File: src/verilog/poe_seq_regs.svh
/*
  Constants of the port power sequencer: pin codes, class ceilings, timing counts.
  Assumes a 10 MHz controller clock; included by bare name, definitions only.
*/
`ifndef POE_SEQ_REGS_SVH
`define POE_SEQ_REGS_SVH

// ==========================================================================
// timing
`define SEQ_CLK_HZ              10000000
`define ANALOG_RESET_DELAY_US   300
`define ANALOG_RESET_CYCLES     ((`ANALOG_RESET_DELAY_US * (`SEQ_CLK_HZ / 1000000)))
`define FIRST_DETECT_DELAY_MS   45
`define FIRST_DETECT_CYCLES     ((`FIRST_DETECT_DELAY_MS * (`SEQ_CLK_HZ / 1000)))
`define PIN_SETTLE_CYCLES       20'h00008
`define FAULT_BACKOFF_CYCLES    1000
`define DLY_W                   20
`define LED_DIV_W               22
`define LED_FAST_BIT            19

// ==========================================================================
// budget pin codes
`define BUDGET_FOUR_PAIR_MIN    3'h3
`define CEIL_CODE7              4'h8
`define CEIL_CODE6              4'h7
`define CEIL_CODE5              4'h6
`define CEIL_CODE4              4'h5
`define CEIL_CODE3              4'h4
`define CEIL_CODE2              4'h4
`define CEIL_CODE1              4'h3
`define CEIL_CODE0              4'h2

`endif
File: src/verilog/poe_seq_pkg.sv
/*
  Types of the port power sequencer.
  Assumes nothing beyond a SystemVerilog compiler.
*/
package poe_seq_pkg;
  typedef enum logic [3:0] {
    S_BOOT = 4'h0, S_ARST_WAIT = 4'h1, S_ARST = 4'h2, S_FIRST_WAIT = 4'h3,
    S_FET = 4'h4, S_IDLE = 4'h5, S_DET = 4'h6, S_CC = 4'h7,
    S_PROBE = 4'h8, S_CRST = 4'h9, S_CLASS = 4'hA, S_POWER = 4'hB,
    S_MON = 4'hC, S_FAULT = 4'hD, S_ERR = 4'hE
  } seq_state_t;
endpackage

File: src/verilog/delay_if.sv
/*
  Load/done carrier between the sequencer and its delay counters.
  Assumes both ends share one clock.
*/
`timescale 1ns/1ps
`default_nettype none
`include "poe_seq_regs.svh"
interface delay_if;
  logic               load;
  logic [`DLY_W-1:0]  value;
  logic               done;
  modport ctrl (output load, output value, input done);
  modport tmr  (input load, input value, output done);
endinterface
`default_nettype wire

File: src/verilog/delay_timer.sv
/*
  Down counter: load starts it, done pulses one cycle as it reaches zero.
  Assumes value is at least one; zero never finishes.
*/
`timescale 1ns/1ps
`default_nettype none
`include "poe_seq_regs.svh"
module delay_timer (
  // clock and reset
  input wire logic  clk,
  input wire logic  rst,
  // control
  delay_if.tmr      t
);
  logic [`DLY_W-1:0] cnt_q;
  logic              done_q;

  always_ff @(posedge clk or posedge rst) begin
    if (rst) begin
      cnt_q <= '0;
    end else if (t.load) begin
      cnt_q <= t.value;
    end else if (cnt_q != '0) begin
      cnt_q <= cnt_q - `DLY_W'(1);
    end
  end

  always_ff @(posedge clk or posedge rst) begin
    if (rst) begin
      done_q <= 1'b0;
    end else begin
      done_q <= !t.load && (cnt_q == `DLY_W'(1));
    end
  end

  assign t.done = done_q;
endmodule
`default_nettype wire

File: src/verilog/pin_sync.sv
/*
  Three-stage pin synchroniser; output follows once stages two and three agree.
  Assumes asynchronous pins.
*/
`timescale 1ns/1ps
`default_nettype none
module pin_sync #(
  parameter int W = 3
) (
  // clock and reset
  input wire logic          clk,
  input wire logic          rst,
  // pins
  input wire logic [W-1:0]  pinIn,
  output logic [W-1:0]      pinOut
);
  logic [W-1:0] s1_q;
  logic [W-1:0] s2_q;
  logic [W-1:0] s3_q;
  logic [W-1:0] out_q;

  always_ff @(posedge clk or posedge rst) begin
    if (rst) begin
      s1_q  <= '0;
      s2_q  <= '0;
      s3_q  <= '0;
      out_q <= '0;
    end else begin
      s1_q <= pinIn;
      s2_q <= s1_q;
      s3_q <= s2_q;
      for (int i = 0; i < W; i++) begin
        if (s2_q[i] == s3_q[i]) begin
          out_q[i] <= s3_q[i];
        end
      end
    end
  end

  assign pinOut = out_q;
endmodule
`default_nettype wire

File: src/verilog/poe_port_power_sequencer.sv
/*
  Sequencer of one PoE source port: boot, analog reset, MOSFET check, detection,
  connection check, probe, class reset, class events, power, monitoring.
  Assumes the analog side answers every request except analogReset with one stepDone pulse on clk.
*/
`timescale 1ns/1ps
`default_nettype none
`include "poe_seq_regs.svh"
module poe_port_power_sequencer #(
  parameter int FIRST_DETECT_CYCLES  = `FIRST_DETECT_CYCLES,
  parameter int ANALOG_RESET_CYCLES  = `ANALOG_RESET_CYCLES,
  parameter int FAULT_BACKOFF_CYCLES = `FAULT_BACKOFF_CYCLES
) (
  // clock and reset
  input wire logic         clk,
  input wire logic         rst,
  // configuration pins
  input wire logic [2:0]   powerBudgetPins,
  // analog answers
  input wire logic         stepDone,
  input wire logic         sigValid,
  input wire logic         ccDual,
  input wire logic         mosfetFault,
  input wire logic [3:0]   reqClass,
  // analog events
  input wire logic         portFault,
  input wire logic [1:0]   disconnect,
  input wire logic         uvloCleared,
  input wire logic         overTempCleared,
  // analog requests
  output logic             analogReset,
  output logic             fetCheckReq,
  output logic [1:0]       detReq,
  output logic             ccReq,
  output logic [1:0]       probeReq,
  output logic [1:0]       classRstReq,
  output logic [1:0]       classEvtReq,
  output logic             classLong,
  output logic [1:0]       powerEn,
  output logic [3:0]       grantClass,
  // indicator
  output logic             led
);

  // ==========================================================================
  // state and timers
  poe_seq_pkg::seq_state_t state_q;
  logic [2:0]              pins;
  logic [3:0]              ceiling_q;
  logic                    fourPair_q;
  logic                    startSel_q;
  logic                    curPair_q;
  logic                    detPhase_q;
  logic                    dual_q;
  logic [3:0]              req_q;
  logic [3:0]              grant_q;
  logic [2:0]              evtCnt_q;
  logic [1:0]              power_q;
  logic                    firstDone_q;
  logic                    loadA_q;
  logic [`DLY_W-1:0]       valueA_q;
  logic                    loadB_q;
  logic [`LED_DIV_W-1:0]   ledDiv_q;
  logic                    led_q;
  logic                    sampleNow;
  logic                    abort;
  logic                    running;
  logic [1:0]              curMask;
  logic [2:0]              needEvt;

  delay_if tmrA ();
  delay_if tmrB ();

  assign tmrA.load  = loadA_q;
  assign tmrA.value = valueA_q;
  assign tmrB.load  = loadB_q;
  assign tmrB.value = `DLY_W'(FIRST_DETECT_CYCLES);

  delay_timer u_tmr_a (
    .clk (clk),
    .rst (rst),
    .t   (tmrA)
  );

  delay_timer u_tmr_b (
    .clk (clk),
    .rst (rst),
    .t   (tmrB)
  );

  pin_sync #(.W(3)) u_pin_sync (
    .clk    (clk),
    .rst    (rst),
    .pinIn  (powerBudgetPins),
    .pinOut (pins)
  );

  // ==========================================================================
  // budget pins
  function automatic logic [3:0] ceilingOf(input logic [2:0] code);
    case (code)
      3'h7:    ceilingOf = `CEIL_CODE7;
      3'h6:    ceilingOf = `CEIL_CODE6;
      3'h5:    ceilingOf = `CEIL_CODE5;
      3'h4:    ceilingOf = `CEIL_CODE4;
      3'h3:    ceilingOf = `CEIL_CODE3;
      3'h2:    ceilingOf = `CEIL_CODE2;
      3'h1:    ceilingOf = `CEIL_CODE1;
      default: ceilingOf = `CEIL_CODE0;
    endcase
  endfunction

  // events per granted class, long first pulse included
  function automatic logic [2:0] eventsOf(input logic [3:0] cls);
    if (cls >= 4'h7) begin
      eventsOf = 3'h5;
    end else if (cls >= 4'h5) begin
      eventsOf = 3'h4;
    end else if (cls == 4'h4) begin
      eventsOf = 3'h3;
    end else begin
      eventsOf = 3'h1;
    end
  endfunction

  // sampled only at boot or on auto-clear
  assign sampleNow = (state_q == poe_seq_pkg::S_BOOT && tmrA.done)
                     || uvloCleared || overTempCleared;

  always_ff @(posedge clk or posedge rst) begin
    if (rst) begin
      ceiling_q  <= `CEIL_CODE0;
      fourPair_q <= 1'b0;
    end else if (sampleNow) begin
      ceiling_q  <= ceilingOf(pins);
      fourPair_q <= (pins >= `BUDGET_FOUR_PAIR_MIN);
    end
  end

  // ==========================================================================
  // sequence
  assign running = state_q >= poe_seq_pkg::S_IDLE && state_q <= poe_seq_pkg::S_MON;
  assign abort   = running && (portFault || uvloCleared || overTempCleared);
  assign curMask = curPair_q ? 2'h2 : 2'h1;
  assign needEvt = eventsOf(grant_q);

  always_ff @(posedge clk or posedge rst) begin
    if (rst) begin
      state_q    <= poe_seq_pkg::S_BOOT;
      loadA_q    <= 1'b1;
      valueA_q   <= `PIN_SETTLE_CYCLES;
      startSel_q <= 1'b0;
      curPair_q  <= 1'b0;
      detPhase_q <= 1'b0;
      dual_q     <= 1'b0;
      evtCnt_q   <= 3'h0;
    end else begin
      loadA_q <= 1'b0;
      if (abort) begin
        state_q  <= poe_seq_pkg::S_FAULT;
        loadA_q  <= 1'b1;
        valueA_q <= `DLY_W'(FAULT_BACKOFF_CYCLES);
      end else if (running && fourPair_q && |(disconnect & power_q)) begin
        state_q <= poe_seq_pkg::S_IDLE;
      end else begin
        case (state_q)
          poe_seq_pkg::S_BOOT: begin
            if (tmrA.done) begin
              state_q  <= poe_seq_pkg::S_ARST_WAIT;
              loadA_q  <= 1'b1;
              // boot overhead taken off so the pulse lands inside the limit
              valueA_q <= `DLY_W'(ANALOG_RESET_CYCLES) - `PIN_SETTLE_CYCLES - `DLY_W'(4);
            end
          end
          poe_seq_pkg::S_ARST_WAIT: begin
            if (tmrA.done) begin
              state_q <= poe_seq_pkg::S_ARST;
            end
          end
          poe_seq_pkg::S_ARST: begin
            state_q <= poe_seq_pkg::S_FIRST_WAIT;
          end
          poe_seq_pkg::S_FIRST_WAIT: begin
            if (firstDone_q) begin
              state_q <= poe_seq_pkg::S_FET;
            end
          end
          poe_seq_pkg::S_FET: begin
            if (stepDone) begin
              state_q <= mosfetFault ? poe_seq_pkg::S_ERR : poe_seq_pkg::S_IDLE;
            end
          end
          poe_seq_pkg::S_IDLE: begin
            detPhase_q <= 1'b0;
            if (fourPair_q) begin
              curPair_q  <= startSel_q;
              startSel_q <= !startSel_q;
              state_q    <= poe_seq_pkg::S_DET;
            end else if (&power_q) begin
              state_q <= poe_seq_pkg::S_MON;
            end else begin
              curPair_q <= power_q[curPair_q] ? !curPair_q : curPair_q;
              state_q   <= poe_seq_pkg::S_DET;
            end
          end
          poe_seq_pkg::S_DET: begin
            if (stepDone) begin
              if (!sigValid) begin
                state_q <= poe_seq_pkg::S_IDLE;
                if (!fourPair_q) begin
                  curPair_q <= !curPair_q;
                end
              end else if (!fourPair_q) begin
                state_q <= poe_seq_pkg::S_PROBE;
              end else if (!detPhase_q) begin
                state_q <= poe_seq_pkg::S_CC;
              end else begin
                curPair_q <= !curPair_q;
                state_q   <= poe_seq_pkg::S_PROBE;
              end
            end
          end
          poe_seq_pkg::S_CC: begin
            if (stepDone) begin
              dual_q     <= ccDual;
              detPhase_q <= 1'b1;
              curPair_q  <= !curPair_q;
              state_q    <= poe_seq_pkg::S_DET;
            end
          end
          poe_seq_pkg::S_PROBE: begin
            if (stepDone) begin
              state_q <= poe_seq_pkg::S_CRST;
            end
          end
          poe_seq_pkg::S_CRST: begin
            if (stepDone) begin
              evtCnt_q <= 3'h0;
              state_q  <= poe_seq_pkg::S_CLASS;
            end
          end
          poe_seq_pkg::S_CLASS: begin
            if (stepDone) begin
              evtCnt_q <= evtCnt_q + 3'h1;
              if (evtCnt_q + 3'h1 >= needEvt) begin
                state_q <= poe_seq_pkg::S_POWER;
              end
            end
          end
          poe_seq_pkg::S_POWER: begin
            if (fourPair_q && dual_q && !power_q[!curPair_q]) begin
              curPair_q <= !curPair_q;
              state_q   <= poe_seq_pkg::S_PROBE;
            end else if (fourPair_q) begin
              state_q <= poe_seq_pkg::S_MON;
            end else begin
              curPair_q <= !curPair_q;
              state_q   <= poe_seq_pkg::S_IDLE;
            end
          end
          poe_seq_pkg::S_MON: begin
            if (!fourPair_q && |(disconnect & power_q)) begin
              state_q <= poe_seq_pkg::S_IDLE;
            end
          end
          poe_seq_pkg::S_FAULT: begin
            if (tmrA.done) begin
              state_q <= poe_seq_pkg::S_IDLE;
            end
          end
          poe_seq_pkg::S_ERR: begin
            state_q <= poe_seq_pkg::S_ERR;
          end
          default: begin
            state_q <= poe_seq_pkg::S_IDLE;
          end
        endcase
      end
    end
  end

  // first detection delay runs from reset release
  always_ff @(posedge clk or posedge rst) begin
    if (rst) begin
      loadB_q     <= 1'b1;
      firstDone_q <= 1'b0;
    end else begin
      loadB_q <= 1'b0;
      if (tmrB.done) begin
        firstDone_q <= 1'b1;
      end
    end
  end

  // ==========================================================================
  // class result and grant
  always_ff @(posedge clk or posedge rst) begin
    if (rst) begin
      req_q   <= 4'h0;
      grant_q <= 4'h0;
    end else if (state_q == poe_seq_pkg::S_PROBE && stepDone) begin
      req_q   <= reqClass;
      grant_q <= (reqClass > ceiling_q) ? ceiling_q : reqClass;
    end
  end

  // ==========================================================================
  // port power
  always_ff @(posedge clk or posedge rst) begin
    if (rst) begin
      power_q <= 2'h0;
    end else if (abort || (running && fourPair_q && |(disconnect & power_q))) begin
      power_q <= 2'h0;
    end else if (state_q == poe_seq_pkg::S_POWER) begin
      power_q <= (fourPair_q && !dual_q) ? 2'h3 : (power_q | curMask);
    end else if (!fourPair_q) begin
      power_q <= power_q & ~disconnect;
    end
  end

  // ==========================================================================
  // requests to the analog side
  always_comb begin
    analogReset = (state_q == poe_seq_pkg::S_ARST);
    fetCheckReq = (state_q == poe_seq_pkg::S_FET);
    ccReq       = (state_q == poe_seq_pkg::S_CC);
    detReq      = (state_q == poe_seq_pkg::S_DET)   ? curMask : 2'h0;
    probeReq    = (state_q == poe_seq_pkg::S_PROBE) ? curMask : 2'h0;
    classRstReq = (state_q == poe_seq_pkg::S_CRST)  ? curMask : 2'h0;
    classEvtReq = (state_q == poe_seq_pkg::S_CLASS) ? curMask : 2'h0;
    classLong   = (state_q == poe_seq_pkg::S_CLASS) && (evtCnt_q == 3'h0);
  end

  assign powerEn    = power_q;
  assign grantClass = grant_q;

  // ==========================================================================
  // indicator
  always_ff @(posedge clk or posedge rst) begin
    if (rst) begin
      ledDiv_q <= '0;
      led_q    <= 1'b0;
    end else begin
      ledDiv_q <= ledDiv_q + `LED_DIV_W'(1);
      if (state_q == poe_seq_pkg::S_ERR || state_q == poe_seq_pkg::S_FAULT) begin
        led_q <= ledDiv_q[`LED_FAST_BIT];
      end else if (state_q == poe_seq_pkg::S_MON && power_q != 2'h0) begin
        led_q <= 1'b1;
      end else begin
        led_q <= ledDiv_q[`LED_DIV_W-1];
      end
    end
  end

  assign led = led_q;
endmodule
`default_nettype wire

File: config.mk
export PLATFORM = sky130hd
export DESIGN_NAME = poe_port_power_sequencer
export DESIGN_NICKNAME = d
export VERILOG_FILES = /design/src/verilog/poe_seq_pkg.sv /design/src/verilog/delay_if.sv /design/src/verilog/delay_timer.sv /design/src/verilog/pin_sync.sv /design/src/verilog/poe_port_power_sequencer.sv
export VERILOG_INCLUDE_DIRS = /design/src /design/src/verilog
export SDC_FILE = /design/constraint.sdc
export NUM_CORES = 1
export LEC_CHECK = 0
export BUFFER_PORTS_ARGS = -buffer_cell sky130_fd_sc_hd__buf_2
export CAP_MARGIN = 20
export CELL_PAD_IN_SITES_DETAIL_PLACEMENT = 1
export CELL_PAD_IN_SITES_GLOBAL_PLACEMENT = 1
export CORE_MARGIN = 1
export CORE_UTILIZATION = 30
export CTS_BUF_LIST = sky130_fd_sc_hd__clkbuf_4
export DETAILED_ROUTE_END_ITERATION = 6
export PLACE_DENSITY = 0.66
export SLEW_MARGIN = 5
export SYNTH_ARGS = -nofsm -noshare
export SYNTH_HDL_FRONTEND = slang
export SYNTH_SLANG_ARGS = --single-unit
File: constraint.sdc
create_clock -name clk -period 3.8 [get_ports clk]
set_clock_uncertainty 0.15 [all_clocks]
set_input_delay 0.38 -clock clk [delete_from_list [all_inputs] [get_ports clk]]
set_output_delay 0.38 -clock clk [all_outputs]
set_load 0.1 [all_outputs]
# [Word level (Yosys, flattened, before mapping)]
# Index checks and enable logic that the tools add are counted.
[op_classes] n_addsub=4 n_lt_le_gt_ge=9 n_eq_ne=49 mux=71 bitwise=6 reduce_logical=49
[op_table] operator="$mux W20" count=8
[op_table] operator="$mux W4" count=23
[op_table] operator="$pmux W4 S15" count=1
[op_table] operator="$eq A20 B1 Y1 const B" count=2
[op_table] operator="$reduce_bool A20 Y1" count=2
[op_table] operator="$sub A20 B1 Y20 const B" count=2
[op_table] operator="$eq A4 B4 Y1 const B" count=7
[op_table] operator="$ne A4 B4 Y1 const B" count=6
[op_table] operator="$pmux W4 S6" count=1
[op_table] operator="$add A22 B1 Y22 const B" count=1
[op_table] operator="$mux W1" count=21
[op_table] operator="$eq A4 B3 Y1 const B" count=5
[op_table] operator="$mux W2" count=10
[op_table] operator="$logic_and A1 B1 Y1" count=14
[op_table] operator="$reduce_bool A2 Y1" count=7
[op_table] operator="$eq A3 B3 Y1 const B" count=4
[op_table] operator="$ge A4 B3 Y1 const B" count=3
[op_table] operator="$mux W3" count=4
[op_table] operator="$ne A3 B3 Y1 const B" count=4
[op_table] operator="$ne A4 B2 Y1 const B" count=3
[op_table] operator="$ne A4 B3 Y1 const B" count=3
[op_table] operator="$reduce_and A12 Y1" count=1
[op_table] operator="$reduce_and A4 Y1" count=3
[op_table] operator="$ne A2 B2 Y1 const B" count=5
[op_table] operator="other kinds (29)" count=48
[word_totals] reg_bits=122 output_inout_bits=19 word_cells=214

# [Depth between registers and ports, before layout]
# Gate-level depths: netlist (run 1).
[depth] word_depth=10 ltp_mapped=9 depth_no_buf=9

# [Modules after synthesis]
# Synthesis (run 1) repeated with hierarchy kept, for this count alone.
[unflattened] cells_unflattened=637 hier_area_um2=6012.0
[by_module_without_submodules] mod="poe_port_power_sequencer" n_inst=1 cells_per_inst=347 area_each_um2=3136.8
[by_module_without_submodules] mod="delay_timer" n_inst=2 cells_per_inst=137 area_each_um2=1268.7
[by_module_without_submodules] mod="pin_sync" n_inst=1 cells_per_inst=16 area_each_um2=337.8

# [Worst setup path before layout (run 1)]
# Ideal clock, no wire load.
[synth_path] kind="register to output" from="register state_q[2]" to="output port classLong" arrival_ps=3291 slack_ps=-21 stages_incl_launch_ff=6 path_cell_list="dfrtp_1 -> clkbuf_1 -> nor2b_1 -> clkbuf_1 -> nand3_1 -> nor3b_1"
[synth_via] elab_chain_cells=2
[synth_rtl] item="start: declaration" line="poe_port_power_sequencer.sv:47" rtl="poe_seq_pkg::seq_state_t state_q;"
[synth_rtl] item="start signal: assignment" line="poe_port_power_sequencer.sv:149" rtl="state_q <= poe_seq_pkg::S_BOOT;"
[synth_rtl] item="start signal: assignment" line="poe_port_power_sequencer.sv:160" rtl="state_q <= poe_seq_pkg::S_FAULT;"
[synth_rtl] item="start signal: assignment" line="poe_port_power_sequencer.sv:164" rtl="state_q <= poe_seq_pkg::S_IDLE;"
[synth_rtl] item="$eq A4 B4 Y1" line="poe_port_power_sequencer.sv:331" rtl="classLong = (state_q == poe_seq_pkg::S_CLASS) && (evtCnt_q == 3'h0);"
[synth_rtl] item="$logic_and A1 B1 Y1" line="poe_port_power_sequencer.sv:331"
[synth_rtl] item="end: declaration" line="poe_port_power_sequencer.sv:38" rtl="output logic classLong,"
# Every way passes these cells.

# [Worst setup path in the final report (run 1)]
[layout_path] from="register state_q[3]" to="output port classLong"
# Same word-level chain as after synthesis.

==> results of run 1 <==
[state kept, by name (all words and copies together) (netlist names), 2 cells and up]
signal	cells
ledDiv_q	22
u_pin_sync.s3_q	3
ceiling_q	4
u_pin_sync.s1_q	3
tmrA.value	3
u_pin_sync.s2_q	3
u_tmr_b.cnt_q	20
state_q	4
evtCnt_q	3
u_tmr_a.cnt_q	20
u_pin_sync.pinOut	3
grantClass	4
powerEn	2
[power by group through the flow]
stage          combinational (mW)  clock (mW)  sequential [mW]
2_1_floorplan               0.975           0             1.58
6_report                     1.38       0.628             1.51
5_1_grt                      1.53       0.711             1.54
3_3_place_gp                 1.34           0             1.51
3_5_place_dp                 1.38           0             1.53
4_1_cts                      1.39       0.667             1.51
[logic make-up after synthesis]
| kind of cell | after synthesis | share of synthesized area |
|---|---|---|
| AO/OA/AOI/OAI | 108 | 0.1255 |
| XOR/XNOR | 53 | 0.08403 |
| adder cells (fa/ha/maj) | 17 | 0.03715 |
| buffers and inverters | 42 | 0.02877 |
| flip-flops | 105 | 0.4763 |
| multiplexers | 8 | 0.01495 |
| other | 1 | 0.0006789 |
| AND/OR/NAND/NOR | 241 | 0.2326 |
[stage by stage]
stage	std cells	hold slack (ns)	area (sq um)	setup WS, ns
2_1_floorplan	575	0.1812	5529	0.2185
3_3_place_gp	828	0.1879	5974	1.084
3_5_place_dp	828	0.1871	5974	1.025
4_1_cts	849	0.01043	6181	0.5778
5_1_grt	849	0.02551	6181	0.3961
6_report	849	0.07081	6181	0.6363
[layer usage]
| metal | global-route usage | up-vias |
|---|---|---|
| met5 | 0 | - |
| met4 | 0.04589 | 0 |
| met3 | 0.03606 | 17 |
| met2 | 0.2694 | 61 |
| met1 | 0.1893 | 2203 |
| li1 | - | 2096 |
[worst max-delay path: stages (launching register included)]
cell     delay [ns]
dfrtp_1        0.64
nor2b_1        0.55
nand3_1        0.30
nor3b_2        0.23
buf_2          0.44
[cells in the mapped netlist (4+ instances only)]
cell / count / area (sq um)
dfrtp_1: 102 / 2552
nor2_1: 74 / 277.8
nand2_1: 40 / 150.1
a21oi_1: 37 / 185.2
xnor2_1: 29 / 254.0
inv_1: 24 / 90.09
xor2_1: 24 / 210.2
o21ai_0: 23 / 115.1
nor3_1: 18 / 90.09
nand3_1: 17 / 85.08
nand2b_1: 16 / 100.1
clkbuf_1: 15 / 56.30
ha_1: 14 / 175.2
a31oi_1: 11 / 68.82
or4_1: 9 / 67.56
or3_1: 8 / 50.05
nor2b_1: 7 / 43.79
mux2i_1: 6 / 60.06
nand4_1: 6 / 37.54
or2_2: 6 / 37.54
and3_1: 5 / 31.28
o21a_1: 5 / 37.54
and4_1: 4 / 35.03
nor3b_1: 4 / 30.03
nor4_1: 4 / 25.02
o211ai_1: 4 / 30.03
[cells in the final DEF (no fill, tap or decap), types with 5 or more instances in the layout]
| master | count |
|---|---|
| or2_2 | 6 |
| o21a_1 | 5 |
| or3_1 | 8 |
| mux2i_1 | 6 |
| nor2b_1 | 7 |
| ha_1 | 14 |
| buf_2 | 36 |
| or4_1 | 9 |
| and3_1 | 5 |
| xor2_1 | 24 |
| nand3_1 | 17 |
| a31oi_1 | 11 |
| nor3_1 | 18 |
| clkbuf_4 | 10 |
| xnor2_1 | 29 |
| buf_4 | 6 |
| nor2_1 | 74 |
| nand2_1 | 40 |
| inv_1 | 23 |
| a21oi_1 | 37 |
| dfrtp_1 | 102 |
| o21ai_0 | 23 |
| nand4_1 | 6 |
| nand2b_1 | 16 |
| dlygate4sd3_1 | 5 |
[layout make-up]
type                    instances  area, sq um  share of cell area
repair buffers                 47        275.3             0.04453
clock inverters                 6        81.33             0.01316
clock buffers                  10        75.07             0.01215
well taps                     229        286.5             0.04636
flip-flops and latches        105         2631              0.4257
multi-input cells             428         2739              0.4431
inverters                      24        92.59             0.01498
[worst paths after layout]
| path | slack [ns] | from | endpoint | depth (start not counted) |
|---|---|---|---|---|
| setup / recovery | 0.64 | state_q[3]$_DFFE_PP0P_ | classLong | 4 |
| hold / removal | 0.07 | portFault | tmrA.value[6]$_DFFE_PP0P_ | 3 |
| setup reg to reg | 1.02 | grantClass[0]$_DFFE_PP0P_ | state_q[1]$_DFFE_PP0P_ | 8 |
| hold reg to reg | 0.22 | u_pin_sync.s1_q[2]$_DFF_PP0_ | u_pin_sync.s2_q[2]$_DFF_PP0_ | 0 |
| max in group asynchronous | 2.25 | rst | loadB_q$_DFF_PP1_ | 4 |
| min in group asynchronous | 0.40 | rst | ceiling_q[0]$_DFFE_PP0P_ | 3 |
==> results.md, run 1 <==
- Router iterations before antenna repair: 4
- 1st-iter DRT viols: about 210
- Fin nets: 647
- Die ar.: 18960 sq um
- Reg power frac: 0.429
- Later-pin clock latency in the skew report: a little under 0.5 ns
- RSZ-0062 raised after global routing: false
- Measured slew at the worst slew-check pin: 0.7598 ns
- Critical setup path kind: flip-flop to output port
- Vias in the first global route: around 4600
- Final min period: 3.164 ns
- WL final: 13300 um
- Synth warnings: 0
- Post-route ant nets: 0
- Post-synth cell types: 67
- Maxcap violations: 0
- # Post-CTS Setup Buffers: 0
- Register area share after synthesis: 0.4763
- CTS H-tree lvls: 3
- Nature of the critical path endpoint: output port
- Pwr Density: 569.1 nW/um^2
- Global-route wire length before repair: 22980 um
- Sw Pwr: 1.575 mW
- Hold Crit Class: input port to flip-flop
- Status: completed
- Core area: 18020 sq um
- Post-cts sizing count: 0
- Vias: 4377
- Comb power frac: 0.392
- Cell area after synthesis: 5524 sq um
- I/O pin count: 37
- CTS buffer count: 9
- Most used DFF post-synth: dfrtp_1
- CP Data Required Time: about 3.3 ns
- WL/cell: 15.66 um
- Crit start category: flip-flop
- CTS hold repair buffers: 5
- GRT Total Usage: 0.1549
- Chip Height: 137.7 um
- CTS Root Cell: clkbuf_4
- Clk sinks: between 100 and 150
- Final hold violations: 0
- Die X: roughly 140 um
- Final period utilization: 0.8325
- Largest net degree at the start of global routing: 62
- Overall Power: ~3.5 mW
- Crit path max fanout: 15
- Static Leak: 2.659 nW
- Final core area utilization: 0.3429
- Switching Fraction: 0.4478
- Met2 WL: about 6700 um
- Max Used Layer: met4
- Synth async-reset ratio: 1.000
- Worst EP arrival: 2.63 ns
- Via/cell ratio: 5.155
- Rel. slew slack: 0.4935
- Hpwl dp: 9635 um
- Buffers on Ports: 36
- Final setup TNS: 0 ns
- Filler cells: 2126
- FP Rows: 49
- Post-Syn Nets: 607
- Slew Viols, Final: 0
- Layout Area Growth over Synthesis: 11.89%
- CTS Buffer Depth: 2
- Cell Int Power: 1.942 mW
- FF+latch count, synth: 105
- Clock Power Share: 0.178
- Met1 Wirelength: 5945 um
- Final RePlAce weighted congestion: around 0.83
- DR DRC count: 0
- Mean post-synth cell area: 9.607 sq um
- VDD IR max: 0.0002776 V
- CTS clk-pin slew, worst paths: ~0.16 ns
- Met3 WL: 494 um
- Max frequency: 316.1 MHz
- Initial Utilization: 0.3065
- Syn Inst Count: roughly 580
- GR Overflow Total: 0
- Layout cells sized above 1: 0.1419
- Ant. Diodes: 0
- Number of synthesized flops with an enable pin: 0
- CTS tree: done
- Initial antenna violation count: 0
- # setup viols final: 0
Note: power is estimated with default switching activity, not from simulation.
==> run 2, diff against run 1 <==
--- a/config.mk
+++ b/config.mk
@@ -14,7 +14,7 @@
 export CORE_UTILIZATION = 30
 export CTS_BUF_LIST = sky130_fd_sc_hd__clkbuf_4
 export DETAILED_ROUTE_END_ITERATION = 6
-export PLACE_DENSITY = 0.66
+export PLACE_DENSITY = 0.68
 export SLEW_MARGIN = 5
 export SYNTH_ARGS = -nofsm -noshare
 export SYNTH_HDL_FRONTEND = slang
==> constraint.sdc (replaced) <==
create_clock -name clk -period 2.8 [get_ports clk]
set_clock_uncertainty 0.15 [all_clocks]
set_input_delay 0.28 -clock clk [delete_from_list [all_inputs] [get_ports clk]]
set_output_delay 0.28 -clock clk [all_outputs]
set_load 0.1 [all_outputs]
==> run 2 against run 1 <==
Compared with the run above:
- cell count grew 2.6%
- routed wire length grew 4.8%
- clock-buffer cell count shrank 1
- register-to-register slack lost 0.81 ns
- non-clock buffer count grew 19
- sequential cell count is the same
- die area is the same
- largest power group is now combinational cells
- via count grew 1.2%
- first-iteration DRC count grew 12%
- critical endpoint is now fetCheckReq
==> results.md, run 2 (same netlist as run 1, synthesis figures left out) <==
- Status: completed
- CTS clk-pin slew, worst paths: 0.17 ns
- Final period utilization: 0.9490
- Cell Int Power: 2.739 mW
- DR DRC count: 0
- Number of flip-flops in the largest register: 22
- Final Instance Area: about 6400 sq um
- # setup viols final: 0
- Final RePlAce weighted congestion: 0.8528
- WL final: 13940 um
- Core area: 18020 sq um
- Nature of the critical path endpoint: output port
- Placed inst area: 6117 sq um
- Max Used Layer: met4
- Comb power frac: 0.428
- Via/cell ratio: roughly 5.1
- CTS H-tree lvls: 3
- Switching Fraction: 0.4447
- Router iterations before antenna repair: 4
- Most frequent cells in the layout: dfrtp_1, nor2_1, nand2_1
- Filler cells: 2123
- Met2 WL: 6846 um
- Max frequency: 376.3 MHz
- Fin nets: 666
- Reg with most FFs: ledDiv_q
- 1st-iter DRT viols: 231
- Pwr Density: 771.5 nW/um^2
- Chip Height: 137.7 um
- VDD IR max: 0.0003560 V
- Largest net degree at the start of global routing: 42
- WL/cell: 16.00 um
- Layout Area Growth over Synthesis: 15.72%
- GRT Total Usage: 0.1620
- CTS Root Cell: clkbuf_4
- Layout cells sized above 1: 0.1737
- Maxcap violations: 0
- GR Overflow Total: 0
- Initial antenna violation count: 3
- I/O pin count: 37
- Measured slew at the worst slew-check pin: between 0.6 and 0.7 ns
- Later-pin clock latency in the skew report: 0.50 ns
- Worst EP arrival: about 2.2 ns
- Final setup TNS: 0 ns
- Hold Crit Class: input port to flip-flop
- Worst path cell trace: inv_1 > nand2_1 > buf_4 > nor2_1 > buf_2
- Clock Power Share: 0.168
- Vias in the first global route: a little under 5000
- Global-route wire length before repair: 24010 um
- CP Data Required Time: 2.37 ns
- CTS Buffer Depth: 2
- Initial Utilization: 0.3065
- RSZ-0062 raised after global routing: false
- Leading cell type in the layout, fill and taps excluded: dfrtp_1
- Vias: 4431
- Rel. slew slack: 0.5902
- Clk sinks: 105
- Static Leak: between 2 and 3 nW
- Post-route ant nets: 0
- Sw Pwr: between 2 and 2.5 mW
- Final min period: 2.657 ns
- Buffers on Ports: 36
- Die ar.: about 19000 sq um
- Largest regs: ledDiv_q x22, u_tmr_a.cnt_q x20, u_tmr_b.cnt_q x20
- Crit path max fanout: 11
- Slew Viols, Final: 0
- CTS buffer count: 9
- Critical-path top delay cell: dfrtp_1
- Die X: 137.7 um
- Largest stage delay, worst path: 0.55 ns
- Met3 WL: 499 um
- Critical setup path kind: flip-flop to output port
- CTS tree: done
- FP Rows: between 40 and 50
- Reg power frac: 0.404
- Crit start category: flip-flop
- Met1 Wirelength: around 6300 um
- Hpwl dp: 10300 um
- Final hold violations: 0
run 2: cell types whose count changed in the layout (fill, tap and decap cells not counted), sizes merged:
cell / delta
buf: +12
clkbuf: +1
clkinvlp: +3
diode: +3
dlygate4sd3: +5
inv: -2
run 2: power by group through the flow:
| stage | clock network, mW | registers (mW) | logic (mW) |
|---|---|---|---|
| floorplan | 0 | 2.15 | 1.34 |
| global route | 0.914 | 2.03 | 2.32 |
| global placement | 0 | 2.00 | 2.01 |
| finish | 0.829 | 1.99 | 2.11 |
| CTS | 0.868 | 1.99 | 2.10 |
| detailed placement | 0 | 2.02 | 2.07 |
run 2: critical path: cells and delay by family, from the launching register on:
kind	cells	cell delay, ns
and+or+nand+nor	2	0.24
buffers and inverters	3	0.94
DFF	1	0.55
run 2: layout make-up:
type	instances	area [sq um]	area share
repair buffers	66	452.9	0.07086
inverters	24	93.84	0.01468
clock inverters	7	77.57	0.01214
clock buffers	9	67.56	0.01057
diodes	3	7.507	0.001174
multi-input cells	428	2770	0.4334
well taps	229	286.5	0.04482
flip-flops and latches	105	2636	0.4124
run 2: per-stage QoR:
| stage | cells | worst slack [ns] | utilization | total power [mW] | hold slack [ns] |
|---|---|---|---|---|---|
| global route | 869 | 0.02206 | 0.3544 | 5.267 | 0.04321 |
| detailed placement | 842 | 0.08182 | 0.3394 | 4.091 | 0.1885 |
| finish | 871 | 0.1427 | 0.3546 | 4.932 | 0.03877 |
| global placement | 842 | 0.2054 | 0.3394 | 4.010 | 0.1813 |
| CTS | 868 | 0.004203 | 0.3533 | 4.957 | 0.008896 |
| floorplan | 575 | -0.6815 | - | 3.489 | 0.1614 |
run 2: path summary, 6_finish.rpt:
check / startpoint / to / slack [ns] / cells after the start
setup / recovery: state_q[1]$_DFFE_PP0P_ / fetCheckReq / 0.14 / 5
hold / removal: disconnect[0] / powerEn[0]$_DFFE_PP0P_ / 0.04 / 3
setup reg to reg: u_tmr_a.cnt_q[0]$_DFFE_PP0P_ / u_tmr_a.cnt_q[5]$_DFFE_PP0P_ / 0.21 / 8
hold reg to reg: u_pin_sync.s1_q[2]$_DFF_PP0_ / u_pin_sync.s2_q[2]$_DFF_PP0_ / 0.22 / 0
max in group asynchronous: rst / ceiling_q[1]$_DFFE_PP1P_ / 1.60 / 4
min in group asynchronous: rst / u_tmr_b.cnt_q[3]$_DFFE_PP0P_ / 0.20 / 3
run 2: layer usage:
layer | GRT usage | up-vias
li1 | - | 2145
met1 | 0.1989 | 2190
met2 | 0.2786 | 71
met3 | 0.03017 | 25
met4 | 0.06461 | 0
met5 | 0 | -
run 2: timing repair:
| action | CTS | global route |
|---|---|---|
| endpoints found under the hold margin | 31 | 0 |
| gates resized for setup | 2 | 6 |
| endpoints found under the setup margin | 2 | 8 |
| hold buffers | 10 | 0 |
| setup buffers | 0 | 0 |
